**src/verilog/mrs_cfg.svh**
```systemverilog
// Constants of the serial slave port: offsets, fields, resets, timing.
// Assumes a single 200 MHz system clock.
`ifndef MRS_CFG_SVH
`define MRS_CFG_SVH
// ----------------------------------------
// Clock and timing
// ----------------------------------------
`define MRS_CLK_HZ 200000000
`define MRS_MS_PER_S 1000
`define MRS_TMO_UNIT_MS 100
`define MRS_GAP_BITS 38
`define MRS_BAUD0 4800
`define MRS_BAUD1 9600
`define MRS_BAUD2 19200
`define MRS_BAUD3 38400
`define MRS_BAUD4 57600
`define MRS_BAUD5 115200
// ----------------------------------------
// Register offsets
// ----------------------------------------
`define MRS_A_STATION 8'h00
`define MRS_A_BAUD 8'h04
`define MRS_A_FMT 8'h08
`define MRS_A_TMO 8'h0C
`define MRS_A_DLY 8'h10
`define MRS_A_PROTO 8'h14
`define MRS_A_STAT 8'h18
`define MRS_A_CLR 8'h1C
`define MRS_A_IEN 8'h20
`define MRS_A_STATE 8'h24
// ----------------------------------------
// Reset values and limits
// ----------------------------------------
`define MRS_RST_STATION 8'h01
`define MRS_RST_BAUD 3'h1
`define MRS_RST_FMT 3'h0
`define MRS_RST_TMO 10'h000
`define MRS_RST_DLY 5'h02
`define MRS_PROTO_RTU 32'h00000000
`define MRS_BCAST_ADDR 8'h00
`define MRS_ADDR_MAX 32'h000000F7
`define MRS_CODE_MAX 32'h00000005
`define MRS_TMO_MAX 32'h00000258
`define MRS_DLY_MAX 32'h00000014
`define MRS_LEN_MIN 9'h004
`define MRS_LEN_MAX 9'h100
// ----------------------------------------
// Status bits and frame check
// ----------------------------------------
`define MRS_ST_FRAME 0
`define MRS_ST_BAD 1
`define MRS_ST_TMO 2
`define MRS_CRC_INIT 16'hFFFF
`define MRS_CRC_POLY 16'hA001
`endif

```
**src/verilog/mrs_pkg.sv**
```systemverilog
// Types shared by the serial slave port files.
// Assumes nothing beyond the compile order.
package mrs_pkg;
	typedef logic [7:0] mrs_byte_t;
	typedef enum logic [2:0] {
		MRS_RX_IDLE = 3'h0,
		MRS_RX_START = 3'h1,
		MRS_RX_DATA = 3'h2,
		MRS_RX_PAR = 3'h3,
		MRS_RX_STOP1 = 3'h4,
		MRS_RX_STOP2 = 3'h5
	} mrs_rx_e;
endpackage: mrs_pkg

```
**src/verilog/mrs_uart_tx.sv**
```systemverilog
// Character transmitter of the serial slave port.
// Assumes bit_div and format stay still while a character is sent.
`timescale 1ns/1ps
module mrs_uart_tx (
	input wire logic ref_clk, // System clock
	input wire logic rst, // Async reset
	input wire logic [15:0] bit_div, // Cycles per bit
	input wire logic par_en, // Parity bit present
	input wire logic par_odd, // Odd parity
	input wire logic two_stop, // Two stop bits
	input wire mrs_pkg::mrs_byte_t in_data, // Byte to send
	input wire logic in_valid, // Byte offered
	output logic in_ready, // Idle, byte taken
	output logic txd, // Serial out
	output logic busy // Character in flight
);
	import mrs_pkg::*;
	logic [11:0] sh_q;
	logic [3:0] left_q;
	logic [15:0] cnt_q;
	logic txd_q;
	// RL8 parity generation
	wire par_bit = (^in_data) ^ par_odd;
	// RL6 character framing
	wire [11:0] frm = par_en ? {2'h3, par_bit, in_data, 1'h0} : {3'h7, in_data, 1'h0};
	wire [3:0] nbits = 4'hA + {3'h0, par_en} + {3'h0, two_stop};
	wire tick = cnt_q == 16'h0000;
	assign in_ready = left_q == 4'h0;
	assign busy = !in_ready;
	assign txd = txd_q;
	// RL5 one bit per divider period
	always_ff @(posedge ref_clk or posedge rst)
	begin
		if (rst)
		begin
			sh_q <= 12'hFFF;
			left_q <= 4'h0;
			cnt_q <= 16'h0000;
			txd_q <= 1'h1;
		end
		else if (in_valid && in_ready)
		begin
			txd_q <= frm[0];
			sh_q <= {1'h1, frm[11:1]};
			left_q <= nbits;
			cnt_q <= bit_div - 16'h0001;
		end
		else if (busy)
		begin
			cnt_q <= tick ? bit_div - 16'h0001 : cnt_q - 16'h0001;
			if (tick)
			begin
				left_q <= left_q - 4'h1;
				txd_q <= (left_q == 4'h1) ? 1'h1 : sh_q[0];
				sh_q <= {1'h1, sh_q[11:1]};
			end
		end
	end
endmodule: mrs_uart_tx

```
**src/verilog/mrs_serial_port.sv**
```systemverilog
// Modbus RTU serial slave port: receiver, frame check, timeout, reply gate.
// Assumes rxd synchronous to ref_clk and a register master that never waits.
// Behaviour
// RL1: Local station 1..247, reset 1; accept only frames for it or broadcast.
// RL2: Address zero is broadcast and always accepted.
// RL3: Integrator gives every slave a distinct address, at most 247 slaves.
// RL4: Baud code 0..5 selects 4800..115200 bit/s; code 1 after reset.
// RL5: Bits shift at exactly the selected baud rate; the divider is CLK_HZ/baud rounded down, so it is not exact at 200 MHz.
// RL6: Character: start, eight data, optional parity, one or two stops.
// RL7: Format code 0..5 selects parity and stop count; code 0 after reset.
// RL8: Parity bit is even or odd over data, generated and checked.
// RL9: Master and slaves share baud, format and protocol settings.
// RL10: Protocol selection defaults to Modbus RTU.
// RL11: Timeout interval runs from one valid frame, restarts on each.
// RL12: Interval beyond setting, 0.0 to 60.0 s, raises timeout fault.
// RL13: Setting zero, the reset value, disables timeout detection.
// RL14: Valid frame needs good function code, length and CRC.
// RL15: Reply waits 1..20 ms after a valid frame, default 2.
// RL16: Parity or stop bit error makes the whole frame invalid.
//
// The plain strobed port and the address map were decided locally.
`timescale 1ns/1ps
`include "mrs_cfg.svh"
module mrs_serial_port #(
	parameter int CLK_HZ = `MRS_CLK_HZ // System clock rate
) (
	input wire logic ref_clk, // System clock
	input wire logic rst, // Async reset
	input wire logic [7:0] reg_addr, // Register byte address
	input wire logic [31:0] reg_wdata, // Write data
	input wire logic reg_we, // Write strobe
	input wire logic reg_re, // Read strobe
	output logic [31:0] reg_rdata, // Read data, next cycle
	input wire logic rxd, // Serial in
	output logic txd, // Serial out
	output logic txd_oe, // Line driver enable
	output mrs_pkg::mrs_byte_t rx_byte, // Received byte
	output logic rx_byte_valid, // Received byte pulse
	output logic frame_valid, // Valid frame pulse
	output logic frame_bcast, // Valid broadcast pulse
	input wire mrs_pkg::mrs_byte_t tx_data, // Reply byte
	input wire logic tx_valid, // Reply byte offered
	input wire logic tx_last, // Last reply byte
	output logic tx_ready, // Reply byte taken
	output logic comm_fault, // Timeout fault level
	output logic irq // Interrupt level
);
	import mrs_pkg::*;
	// ----------------------------------------
	// Timing
	// ----------------------------------------
	localparam int MS_CYC = CLK_HZ / `MRS_MS_PER_S;
	// RL4 baud code map
	localparam logic [15:0] DIV [0:5] = '{
		16'(CLK_HZ / `MRS_BAUD0), 16'(CLK_HZ / `MRS_BAUD1),
		16'(CLK_HZ / `MRS_BAUD2), 16'(CLK_HZ / `MRS_BAUD3),
		16'(CLK_HZ / `MRS_BAUD4), 16'(CLK_HZ / `MRS_BAUD5)};
	function automatic logic [15:0] crc_step(input logic [15:0] c, input mrs_byte_t d);
		logic [15:0] r;
		r = c ^ {8'h00, d};
		for (int i = 0; i < 8; i++)
			r = r[0] ? ((r >> 1) ^ `MRS_CRC_POLY) : (r >> 1);
		return r;
	endfunction: crc_step
	// ----------------------------------------
	// Configuration registers
	// ----------------------------------------
	logic [7:0] station_q;
	logic [2:0] baud_q, fmt_q, ien_q, st_q;
	logic [9:0] tmo_q;
	logic [4:0] dly_q;
	wire wr_sta = reg_we && reg_addr == `MRS_A_STATION;
	wire wr_baud = reg_we && reg_addr == `MRS_A_BAUD;
	wire wr_fmt = reg_we && reg_addr == `MRS_A_FMT;
	wire wr_tmo = reg_we && reg_addr == `MRS_A_TMO;
	wire wr_dly = reg_we && reg_addr == `MRS_A_DLY;
	wire wr_clr = reg_we && reg_addr == `MRS_A_CLR;
	wire wr_ien = reg_we && reg_addr == `MRS_A_IEN;
	wire wd_nz = reg_wdata != 32'h00000000;
	// RL1 RL4 RL7 RL12 RL15 write limits
	always_ff @(posedge ref_clk or posedge rst)
	begin
		if (rst)
		begin
			station_q <= `MRS_RST_STATION;
			baud_q <= `MRS_RST_BAUD;
			fmt_q <= `MRS_RST_FMT;
			tmo_q <= `MRS_RST_TMO;
			dly_q <= `MRS_RST_DLY;
			ien_q <= 3'h0;
		end
		else
		begin
			if (wr_sta && wd_nz && reg_wdata <= `MRS_ADDR_MAX)
				station_q <= reg_wdata[7:0];
			if (wr_baud && reg_wdata <= `MRS_CODE_MAX)
				baud_q <= reg_wdata[2:0];
			if (wr_fmt && reg_wdata <= `MRS_CODE_MAX)
				fmt_q <= reg_wdata[2:0];
			if (wr_tmo && reg_wdata <= `MRS_TMO_MAX)
				tmo_q <= reg_wdata[9:0];
			if (wr_dly && wd_nz && reg_wdata <= `MRS_DLY_MAX)
				dly_q <= reg_wdata[4:0];
			if (wr_ien)
				ien_q <= reg_wdata[2:0];
		end
	end
	// RL7 format decode
	wire par_en = fmt_q == 3'h1 || fmt_q == 3'h2 || fmt_q == 3'h4 || fmt_q == 3'h5;
	wire par_odd = fmt_q == 3'h2 || fmt_q == 3'h5;
	wire two_stop = fmt_q >= 3'h3;
	wire [15:0] bit_div = DIV[baud_q];
	// ----------------------------------------
	// Receiver
	// ----------------------------------------
	mrs_rx_e rx_st_q, rx_st_d;
	logic [15:0] bcnt_q;
	logic [2:0] bitn_q;
	mrs_byte_t sh_q;
	logic perr_q;
	logic rxv_q, fv_q, fb_q;
	mrs_byte_t rxb_q;
	wire rx_busy = rx_st_q != MRS_RX_IDLE;
	wire bit_tick = rx_busy && bcnt_q == 16'h0000;
	wire start_det = !rx_busy && !rxd;
	wire in_stop = rx_st_q == MRS_RX_STOP1 || rx_st_q == MRS_RX_STOP2;
	wire char_done = bit_tick && in_stop && !(rx_st_q == MRS_RX_STOP1 && two_stop && rxd);
	// RL16 stop or parity failure
	wire char_bad = !rxd || perr_q;
	// RL5 mid-bit sampling at baud rate
	wire [15:0] bcnt_d = start_det ? {1'h0, bit_div[15:1]} : bit_tick ? bit_div - 16'h0001
		: rx_busy ? bcnt_q - 16'h0001 : bcnt_q;
	always_comb
	begin
		rx_st_d = rx_st_q;
		case (rx_st_q)
			MRS_RX_IDLE: if (!rxd) rx_st_d = MRS_RX_START;
			MRS_RX_START: if (bit_tick) rx_st_d = rxd ? MRS_RX_IDLE : MRS_RX_DATA;
			MRS_RX_DATA:
				if (bit_tick && bitn_q == 3'h7)
					rx_st_d = par_en ? MRS_RX_PAR : MRS_RX_STOP1;
			MRS_RX_PAR: if (bit_tick) rx_st_d = MRS_RX_STOP1;
			MRS_RX_STOP1:
				if (bit_tick)
					rx_st_d = (two_stop && rxd) ? MRS_RX_STOP2 : MRS_RX_IDLE;
			MRS_RX_STOP2: if (bit_tick) rx_st_d = MRS_RX_IDLE;
			default: rx_st_d = MRS_RX_IDLE;
		endcase
	end
	// RL6 data bits, RL8 parity check
	always_ff @(posedge ref_clk or posedge rst)
	begin
		if (rst)
		begin
			rx_st_q <= MRS_RX_IDLE;
			bcnt_q <= 16'h0000;
			bitn_q <= 3'h0;
			sh_q <= 8'h00;
			perr_q <= 1'h0;
			rxv_q <= 1'h0;
			rxb_q <= 8'h00;
		end
		else
		begin
			rx_st_q <= rx_st_d;
			bcnt_q <= bcnt_d;
			rxv_q <= char_done && !char_bad;
			rxb_q <= sh_q;
			if (bit_tick && rx_st_q == MRS_RX_START)
			begin
				bitn_q <= 3'h0;
				perr_q <= 1'h0;
			end
			if (bit_tick && rx_st_q == MRS_RX_DATA)
			begin
				sh_q <= {rxd, sh_q[7:1]};
				bitn_q <= bitn_q + 3'h1;
			end
			if (bit_tick && rx_st_q == MRS_RX_PAR)
				perr_q <= rxd != ((^sh_q) ^ par_odd);
		end
	end
	// ----------------------------------------
	// Frame assembly and check
	// ----------------------------------------
	logic [8:0] len_q;
	mrs_byte_t faddr_q, ffc_q;
	logic [15:0] crc_q;
	logic ferr_q;
	logic [23:0] gap_q;
	wire [23:0] gap_lim = 24'(bit_div) * 24'(`MRS_GAP_BITS);
	wire frame_end = len_q != 9'h000 && gap_q == gap_lim;
	// RL1 RL2 address filter
	wire addr_ok = faddr_q == station_q || faddr_q == `MRS_BCAST_ADDR;
	// RL14 code, length and CRC
	wire body_ok = crc_q == 16'h0000 && len_q >= `MRS_LEN_MIN && len_q <= `MRS_LEN_MAX
		&& ffc_q != 8'h00 && !ffc_q[7];
	wire valid_now = frame_end && addr_ok && body_ok && !ferr_q;
	wire bad_now = frame_end && addr_ok && !valid_now;
	wire gap_hold = rx_busy || len_q == 9'h000 || frame_end;
	wire [23:0] gap_d = gap_hold ? 24'h000000 : gap_q + 24'h000001;
	always_ff @(posedge ref_clk or posedge rst)
	begin
		if (rst)
		begin
			len_q <= 9'h000;
			faddr_q <= 8'h00;
			ffc_q <= 8'h00;
			crc_q <= `MRS_CRC_INIT;
			ferr_q <= 1'h0;
		end
		else if (char_done)
		begin
			len_q <= len_q + {8'h00, len_q != 9'h1FF};
			if (len_q == 9'h000)
				faddr_q <= sh_q;
			if (len_q == 9'h001)
				ffc_q <= sh_q;
			crc_q <= crc_step(crc_q, sh_q);
			// RL16 error poisons frame
			ferr_q <= ferr_q || char_bad;
		end
		else if (frame_end)
		begin
			len_q <= 9'h000;
			crc_q <= `MRS_CRC_INIT;
			ferr_q <= 1'h0;
		end
	end
	assign rx_byte = rxb_q;
	assign rx_byte_valid = rxv_q;
	assign frame_valid = fv_q;
	assign frame_bcast = fb_q;
	// ----------------------------------------
	// Timeout monitor
	// ----------------------------------------
	logic [17:0] mscnt_q;
	logic [16:0] tms_q;
	logic fault_q;
	wire ms_tick = mscnt_q == 18'(MS_CYC - 1);
	wire [16:0] tlim = 17'(tmo_q) * 17'(`MRS_TMO_UNIT_MS);
	wire over = tms_q > tlim;
	// RL12 fault beyond setting, RL13 zero disables
	wire fault_d = tmo_q != 10'h000 && over && !valid_now;
	// RL11 restart on valid frame
	always_ff @(posedge ref_clk or posedge rst)
	begin
		if (rst)
		begin
			mscnt_q <= 18'h00000;
			tms_q <= 17'h00000;
			fault_q <= 1'h0;
			gap_q <= 24'h000000;
			fv_q <= 1'h0;
			fb_q <= 1'h0;
		end
		else
		begin
			mscnt_q <= ms_tick ? 18'h00000 : mscnt_q + 18'h00001;
			fault_q <= fault_d;
			gap_q <= gap_d;
			fv_q <= valid_now;
			fb_q <= valid_now && faddr_q == `MRS_BCAST_ADDR;
			if (valid_now)
				tms_q <= 17'h00000;
			else if (ms_tick && !over)
				tms_q <= tms_q + 17'h00001;
		end
	end
	assign comm_fault = fault_q;
	// ----------------------------------------
	// Reply delay and transmitter
	// ----------------------------------------
	logic [22:0] dcnt_q;
	logic rwait_q, ropen_q;
	logic tx_in_ready, tx_busy;
	wire [22:0] dly_cyc = 23'(dly_q) * 23'(MS_CYC);
	wire tx_take = tx_valid && tx_ready;
	// RL15 response delay
	always_ff @(posedge ref_clk or posedge rst)
	begin
		if (rst)
		begin
			dcnt_q <= 23'h000000;
			rwait_q <= 1'h0;
			ropen_q <= 1'h0;
		end
		else if (valid_now && faddr_q != `MRS_BCAST_ADDR)
		begin
			dcnt_q <= dly_cyc - 23'h000001;
			rwait_q <= 1'h1;
			ropen_q <= 1'h0;
		end
		else if (rwait_q)
		begin
			dcnt_q <= dcnt_q - {22'h000000, dcnt_q != 23'h000000};
			rwait_q <= dcnt_q != 23'h000000;
			ropen_q <= dcnt_q == 23'h000000;
		end
		else if (tx_take && tx_last)
			ropen_q <= 1'h0;
	end
	assign tx_ready = ropen_q && tx_in_ready;
	assign txd_oe = tx_busy;
	mrs_uart_tx u_tx (.ref_clk(ref_clk), .rst(rst), .bit_div(bit_div), .par_en(par_en),
		.par_odd(par_odd), .two_stop(two_stop), .in_data(tx_data),
		.in_valid(tx_valid && ropen_q), .in_ready(tx_in_ready), .txd(txd), .busy(tx_busy));
	// ----------------------------------------
	// Interrupts and read-back
	// ----------------------------------------
	wire [2:0] ev = {fault_d && !fault_q, bad_now, valid_now};
	wire [2:0] st_d = (st_q & ~(wr_clr ? reg_wdata[2:0] : 3'h0)) | ev;
	assign irq = |(st_q & ien_q);
	// RL10 protocol fixed to RTU
	wire [31:0] rd_mux =
		reg_addr == `MRS_A_STATION ? {24'h000000, station_q} :
		reg_addr == `MRS_A_BAUD ? {29'h00000000, baud_q} :
		reg_addr == `MRS_A_FMT ? {29'h00000000, fmt_q} :
		reg_addr == `MRS_A_TMO ? {22'h000000, tmo_q} :
		reg_addr == `MRS_A_DLY ? {27'h0000000, dly_q} :
		reg_addr == `MRS_A_PROTO ? `MRS_PROTO_RTU :
		reg_addr == `MRS_A_STAT ? {29'h00000000, st_q} :
		reg_addr == `MRS_A_IEN ? {29'h00000000, ien_q} :
		reg_addr == `MRS_A_STATE ? {29'h00000000, fault_q, ropen_q, rx_busy} :
		32'h00000000;
	logic [31:0] rdata_q;
	always_ff @(posedge ref_clk or posedge rst)
	begin
		if (rst)
		begin
			st_q <= 3'h0;
			rdata_q <= 32'h00000000;
		end
		else
		begin
			st_q <= st_d;
			rdata_q <= reg_re ? rd_mux : 32'h00000000;
		end
	end
	assign reg_rdata = rdata_q;
endmodule: mrs_serial_port

```
**config.mk**
```make
export PLATFORM = sky130hd
export DESIGN_NAME = mrs_serial_port
export DESIGN_NICKNAME = d
export VERILOG_FILES = /design/src/verilog/mrs_pkg.sv /design/src/verilog/mrs_uart_tx.sv /design/src/verilog/mrs_serial_port.sv
export VERILOG_INCLUDE_DIRS = /design/src /design/src/verilog
export SDC_FILE = /design/constraint.sdc
export NUM_CORES = 1
export LEC_CHECK = 0
export BUFFER_PORTS_ARGS = -buffer_cell sky130_fd_sc_hd__buf_2
export CAP_MARGIN = 5
export CORE_ASPECT_RATIO = 0.8
export CORE_MARGIN = 2
export CORE_UTILIZATION = 40
export CTS_CLUSTER_SIZE = 40
export DETAILED_ROUTE_END_ITERATION = 8
export PLACE_DENSITY_LB_ADDON = 0.08
export SETUP_SLACK_MARGIN = 0.15
export SLEW_MARGIN = 20
export SYNTH_ARGS = -nofsm -noshare
export SYNTH_HDL_FRONTEND = slang
export SYNTH_HIERARCHICAL = 1
export SYNTH_SLANG_ARGS = --single-unit
```
**constraint.sdc**
```tcl
create_clock -name ref_clk -period 22.1 [get_ports ref_clk]
set_clock_uncertainty 0.05 [all_clocks]
set_input_delay 4.42 -clock ref_clk [delete_from_list [all_inputs] [get_ports ref_clk]]
set_output_delay 4.42 -clock ref_clk [all_outputs]
set_load 0.1 [all_outputs]
```
# [After elaboration in Yosys (flattened, before gate mapping)]
# Memories as Yosys holds them, arrays and structs flattened.
# Index checks and enable logic that the tools add are counted.
[word_totals] ff_bits=247 latchBits=0 ramBits=0 romBits=128 input_bits=55 wordCells=274 memories=1
[mem_list] memory="(name not given)" depth=8 word_bits=16 read_ports=1 rd_clocked_by_memory_dff=0 write_ports=0 line="mrs_serial_port.sv:112" text="wire [15:0] bit_div = DIV[baud_q];"
[op_classes] n_addsub=13 mul=3 div_mod_pow=0 magnitude_cmp=9 eq_ne=33 shift=0 mux=69 n_bitwise=16 reduce_logical=97
[ops] op="$mux W16" count=18
[ops] op="$mux W10" count=6
[ops] op="$logic_not A16 Y1" count=3
[ops] op="$sub A16 B1 Y16 const B" count=3
[ops] op="$logic_and A1 B1 Y1" count=46
[ops] op="$mux W23" count=2
[ops] op="$mux W3" count=15
[ops] op="$mux W12" count=3
[ops] op="$mux W17" count=2
[ops] op="$eq A8 B5 Y1 const B" count=4
[ops] op="$le A32 B10 Y1 const B" count=1
[ops] op="$le A32 B3 Y1 const B" count=1
[ops] op="$le A32 B5 Y1 const B" count=1
[ops] op="$le A32 B8 Y1 const B" count=1
[ops] op="$reduce_bool A32 Y1" count=1
[ops] op="$add A24 B1 Y24 const B" count=1
[ops] op="$eq A24 B22 Y1" count=1
[ops] op="$mux W24" count=1
[ops] op="$not A2 Y3" count=8
[ops] op="$logic_not A23 Y1" count=1
[ops] op="$reduce_bool A23 Y1" count=1
[ops] op="$sub A23 B1 Y23" count=1
[ops] op="$sub A23 B1 Y23 const B" count=1
[ops] op="$mul A16 B5 Y21 const B" count=1
[ops] op="56 further kinds" count=117

# [Logic depth before layout (Yosys ltp)]
[depth] depth_word=18 ltp_mapped=24 ltp_nobuf=23

# [Hierarchy]
# The synthesis kept the hierarchy.
[modules_own_cells] mod="mrs_serial_port" n_inst=1 cells_per_inst=1667 area_each_um2=15153.3
[modules_own_cells] mod="mrs_uart_tx" n_inst=1 cells_per_inst=244 area_each_um2=2279.7

# [Least setup slack after synthesis]
# Ideal clock, no wire load.
[synth_path] path_type="reg2out" from="reg u_tx.left_q[0]" to="out tx_ready" t_arrival_ns=2.021 t_required_ns=17.630 slack_ns=15.609 path_stages_with_launch=7 n_path_buf=1 cell_sequence="dfrtp_1 -> inv_1 -> ha_1 -> or3b_1 -> buf_6 -> clkinv_8 -> and2_1"
[synth_between] elab_chain_len=2
[synth_rtl] element="start, declared" line="mrs_uart_tx.sv:19" text="logic [3:0] left_q;"
[synth_rtl] element="start signal, assigned" line="mrs_uart_tx.sv:45" text="left_q <= nbits;"
[synth_rtl] element="start signal, assigned" line="mrs_uart_tx.sv:53" text="left_q <= left_q - 4'h1;"
[synth_rtl] element="$logic_not A4 Y1" line="mrs_uart_tx.sv:28" text="assign in_ready = left_q == 4'h0;"
[synth_rtl] element="net tx_in_ready" line="mrs_serial_port.sv:276" text="logic tx_in_ready, tx_busy;"
[synth_rtl] element="$logic_and A1 B1 Y1" line="mrs_serial_port.sv:303" text="assign tx_ready = ropen_q && tx_in_ready;"
[synth_rtl] element="end, declared" line="mrs_serial_port.sv:44" text="output logic tx_ready,"
# The timed path passes the listed nets, and every way through them passes these cells.

# [Worst setup path after layout]
# Ends and elaborated chain as after synthesis.

==> flow_summary.yaml <==
run_status:
  outcome: "complete, no violations"
floorplanning:
  dieArea_sq_um: 45300
  core-area_sq_um: 43100
  start_util_pct: 40.5
  num_io_pins: 103
  die_y_um: 191
  die_w_um: 237
  rows: 68
cts:
  htreeDepth: 1
  clk_path_buf_depth: 3
  clk_latency_ns: 0.57
  cts_made_buffers: 28
  postCtsSetupBuffers: 0
  cts_resized: 0
  cts_root_buf: "clkbuf_16"
  cts_tree: "built"
  ctsHoldBuffers: 0
  cts.sinks: 244
  clk_pin_slew_worst_paths_ns: 0.06
placed_design:
  dpl_cell_area_sq_um: 18300
  place.gp.congestion: 0.841
  place_hpwl_um: 33100
  port_buffers: 80
global_routing:
  overflow: 0
  grt_pass1_wl_um: 74900
  first_global_vias: 13593
  antenna_found_initial: 4
  grt_max_degree: 81
  grt_use_total_pct: 20.3
finish:
  syn_to_final_growth_pct: 10.3
  fillCellCount: 4192
  drive_above_1_share_pct: 12.4
  final_nets: 2173
  finish.instance_area_sq_um: 19200
synthesis:
  syn_area_per_cell_sq_um: 9.12
  synthTopCellsByArea: "dfrtp_1 31%, ha_1 9.4%, xnor2_1 6.5%"
  yosysMostFrequentCell: "dfrtp_1"
  ys_ff_latch: 244
  synth-edff-count: 0
  synth_common_cells: "215 x dfrtp_1, 163 x nand2_1, 160 x nor2_1, 131 x ha_1, 129 x xnor2_1"
  synth-seq-area-share_pct: 35.2
  synthArstFlopShare_pct: 100
  synth_cells: 1911
  yosys.area.top_type_share_pct: 30.9
  synth_ff_type: "dfrtp_1"
  yosysTopAreaCell: "dfrtp_1"
  syn_area_sq_um: 17400
  yosysWarnings: 6
  synthDistinctLibCells: 103
hold_path:
  min_to: "u_tx/txd$_DFFE_PP1P_"
  hp-class: "flip-flop to flip-flop"
  hold_path_depth: 2
  min-delay-start: "u_tx/txd$_DFFE_PP1P_"
worst_setup_path:
  regToRegSetupSlack_ns: 15.81
  critical_path_class: "flip-flop to output pin"
  reg2reg_to: "len_q[0]$_DFFE_PP0P_"
  crit_required_ns: 17.63
  r2r.worst_path.cells: 14
  cp-end-kind: "output pin"
  start_kind: "flip-flop"
  rr_startpoint: "baud_q[1]$_DFFE_PP0P_"
  cp_max_fo: 10
  arrival_ns: 2.44
sta:
  hold_viol: 0
  tns_ns: 0
  fmax_mhz: 145
  slew_headroom_pct: 28.8
  setup_viol: 0
  rsz0062_at_grt: "no"
  post-route-period-util_pct: 31.3
  tightest_slew_ns: 1.06
  period_needed_ns: 6.91
  drv_slew: 0
power_and_ir_drop:
  seqPwrFrac_pct: 44.7
  p_total_mw: 1.08
  p_sw_share_pct: 27.4
  ir_worst_vdd_v: 0.0000544
  p_clk_share_pct: 44.6
  powerDensity_nw_per_um2: 56.2
  p_switching_mw: 0.296
  power.leakage_nw: 8.85
  combPwrFrac_pct: 10.7
  p_int_mw: 0.785
drt:
  num_vias: 13814
  routed_via_density: 5.40
  finalWirelength_um: 45200
  drtIter0Drc: 856
  wl_per_cell_um: 17.6
  antenna_left: 0
  drc_errors: 0
  drtPass1Iterations: 5
flow_run:
  max_cap_violations: 0
## flip-flops by register name (all words and copies together) (netlist names), 4 cells and up
name,flops
bcnt_q,16
gap_q,24
dly_q,5
u_tx/sh_q,9
tms_q,17
station_q,8
rx_byte,8
ffc_q,8
crc_q,16
mscnt_q,18
sh_q,8
dcnt_q,23
u_tx/cnt_q,16
len_q,9
tmo_q,10
reg_rdata,10
u_tx/left_q,4
faddr_q,8
## worst max-delay path, cell delays in order, from the launching register on
cell and delay, ns:
dfrtp_1 0.42, inv_1 0.07, ha_1 0.17, or3b_1 0.53, clkinv_8 0.14, and2_1 0.12
buf_2 0.42
## per-stage QoR
stage	util, %	setup WS (ns)	hold slack, ns	std cells
after CTS	44.7	15.15	0.435	2556
after floorplan	-	11.81	0.405	1936
after global placement	42.4	15.47	0.406	2505
after global routing	44.7	15.06	0.438	2558
final	44.7	15.19	0.428	2560
after detailed placement	42.4	15.38	0.426	2505
## cells by family (layout without fill, tap and decap cells)
| group | count (synthesis) | count (layout) | synth area share, % |
|---|---|---|---|
| compound gates | 386 | 386 | 14.6 |
| other cells | 1 | 30 | 0.0215 |
| simple gates | 675 | 675 | 19.9 |
| mux | 80 | 80 | 4.87 |
| buf+inv | 196 | 256 | 5.18 |
| flops | 244 | 244 | 35.2 |
| xor+xnor | 186 | 186 | 9.42 |
| fa+ha+maj | 143 | 143 | 10.8 |
## final cells by class
type / instances / area [sq um] / share of cell area [%]
diodes: 4 / 10.0 / 0.0520
clock buffers: 41 / 840 / 4.36
clock inverters: 10 / 116 / 0.605
inverters: 112 / 440 / 2.29
multi-input cells: 1496 / 10500 / 54.5
flip-flops and latches: 244 / 6140 / 31.9
well taps: 560 / 701 / 3.64
repair buffers: 93 / 498 / 2.59
## cell usage in the layout (no fill, tap or decap), drive strengths merged, types with 26 or more instances in the layout
master	n
inv	111
and3	28
dfstp	29
mux2i	45
xor2	56
nand2	164
or3	30
nor2	162
a21oi	89
nor3	48
buf	93
nand4	32
clkbuf	41
ha	131
o21ai	111
xnor2	129
dfrtp	215
nor2b	32
nor4	32
nand3	68
conb	26
mux2	35
## power by group through the flow
stage | clock [mW] | combinational, mW | sequential, mW
after floorplan | 0 | 0.0953 | 0.482
after global placement | 0 | 0.116 | 0.491
after detailed placement | 0 | 0.117 | 0.490
after CTS | 0.497 | 0.117 | 0.483
after global routing | 0.515 | 0.130 | 0.486
final | 0.482 | 0.116 | 0.483
## routing by layer
layer	track usage, %	vias up	share of wire [%]
met1	30.9	6628	52
met2	30.5	215	42
li1	-	6928	-
met5	0	-	0
met4	3.73	0	1.6
met3	2.90	43	4.1
## worst max path at each step
| stage | slack, ns | endpoint | from | depth (start not counted) |
|---|---|---|---|---|
| floorplan | 11.81 | baud_q[1]$_DFFE_PP0P_ | rst | 1 |
| global placement | 15.47 | tmo_q[5]$_DFFE_PP0P_ | reg_addr[5] | 5 |
| detailed placement | 15.38 | tmo_q[5]$_DFFE_PP0P_ | reg_addr[5] | 5 |
| CTS | 15.15 | tx_ready | u_tx/left_q[0]$_DFFE_PP0P_ | 6 |
| global route | 15.06 | tx_ready | u_tx/left_q[0]$_DFFE_PP0P_ | 6 |
| finish | 15.19 | tx_ready | u_tx/left_q[0]$_DFFE_PP0P_ | 6 |
Power figures use the tool's default switching activity.
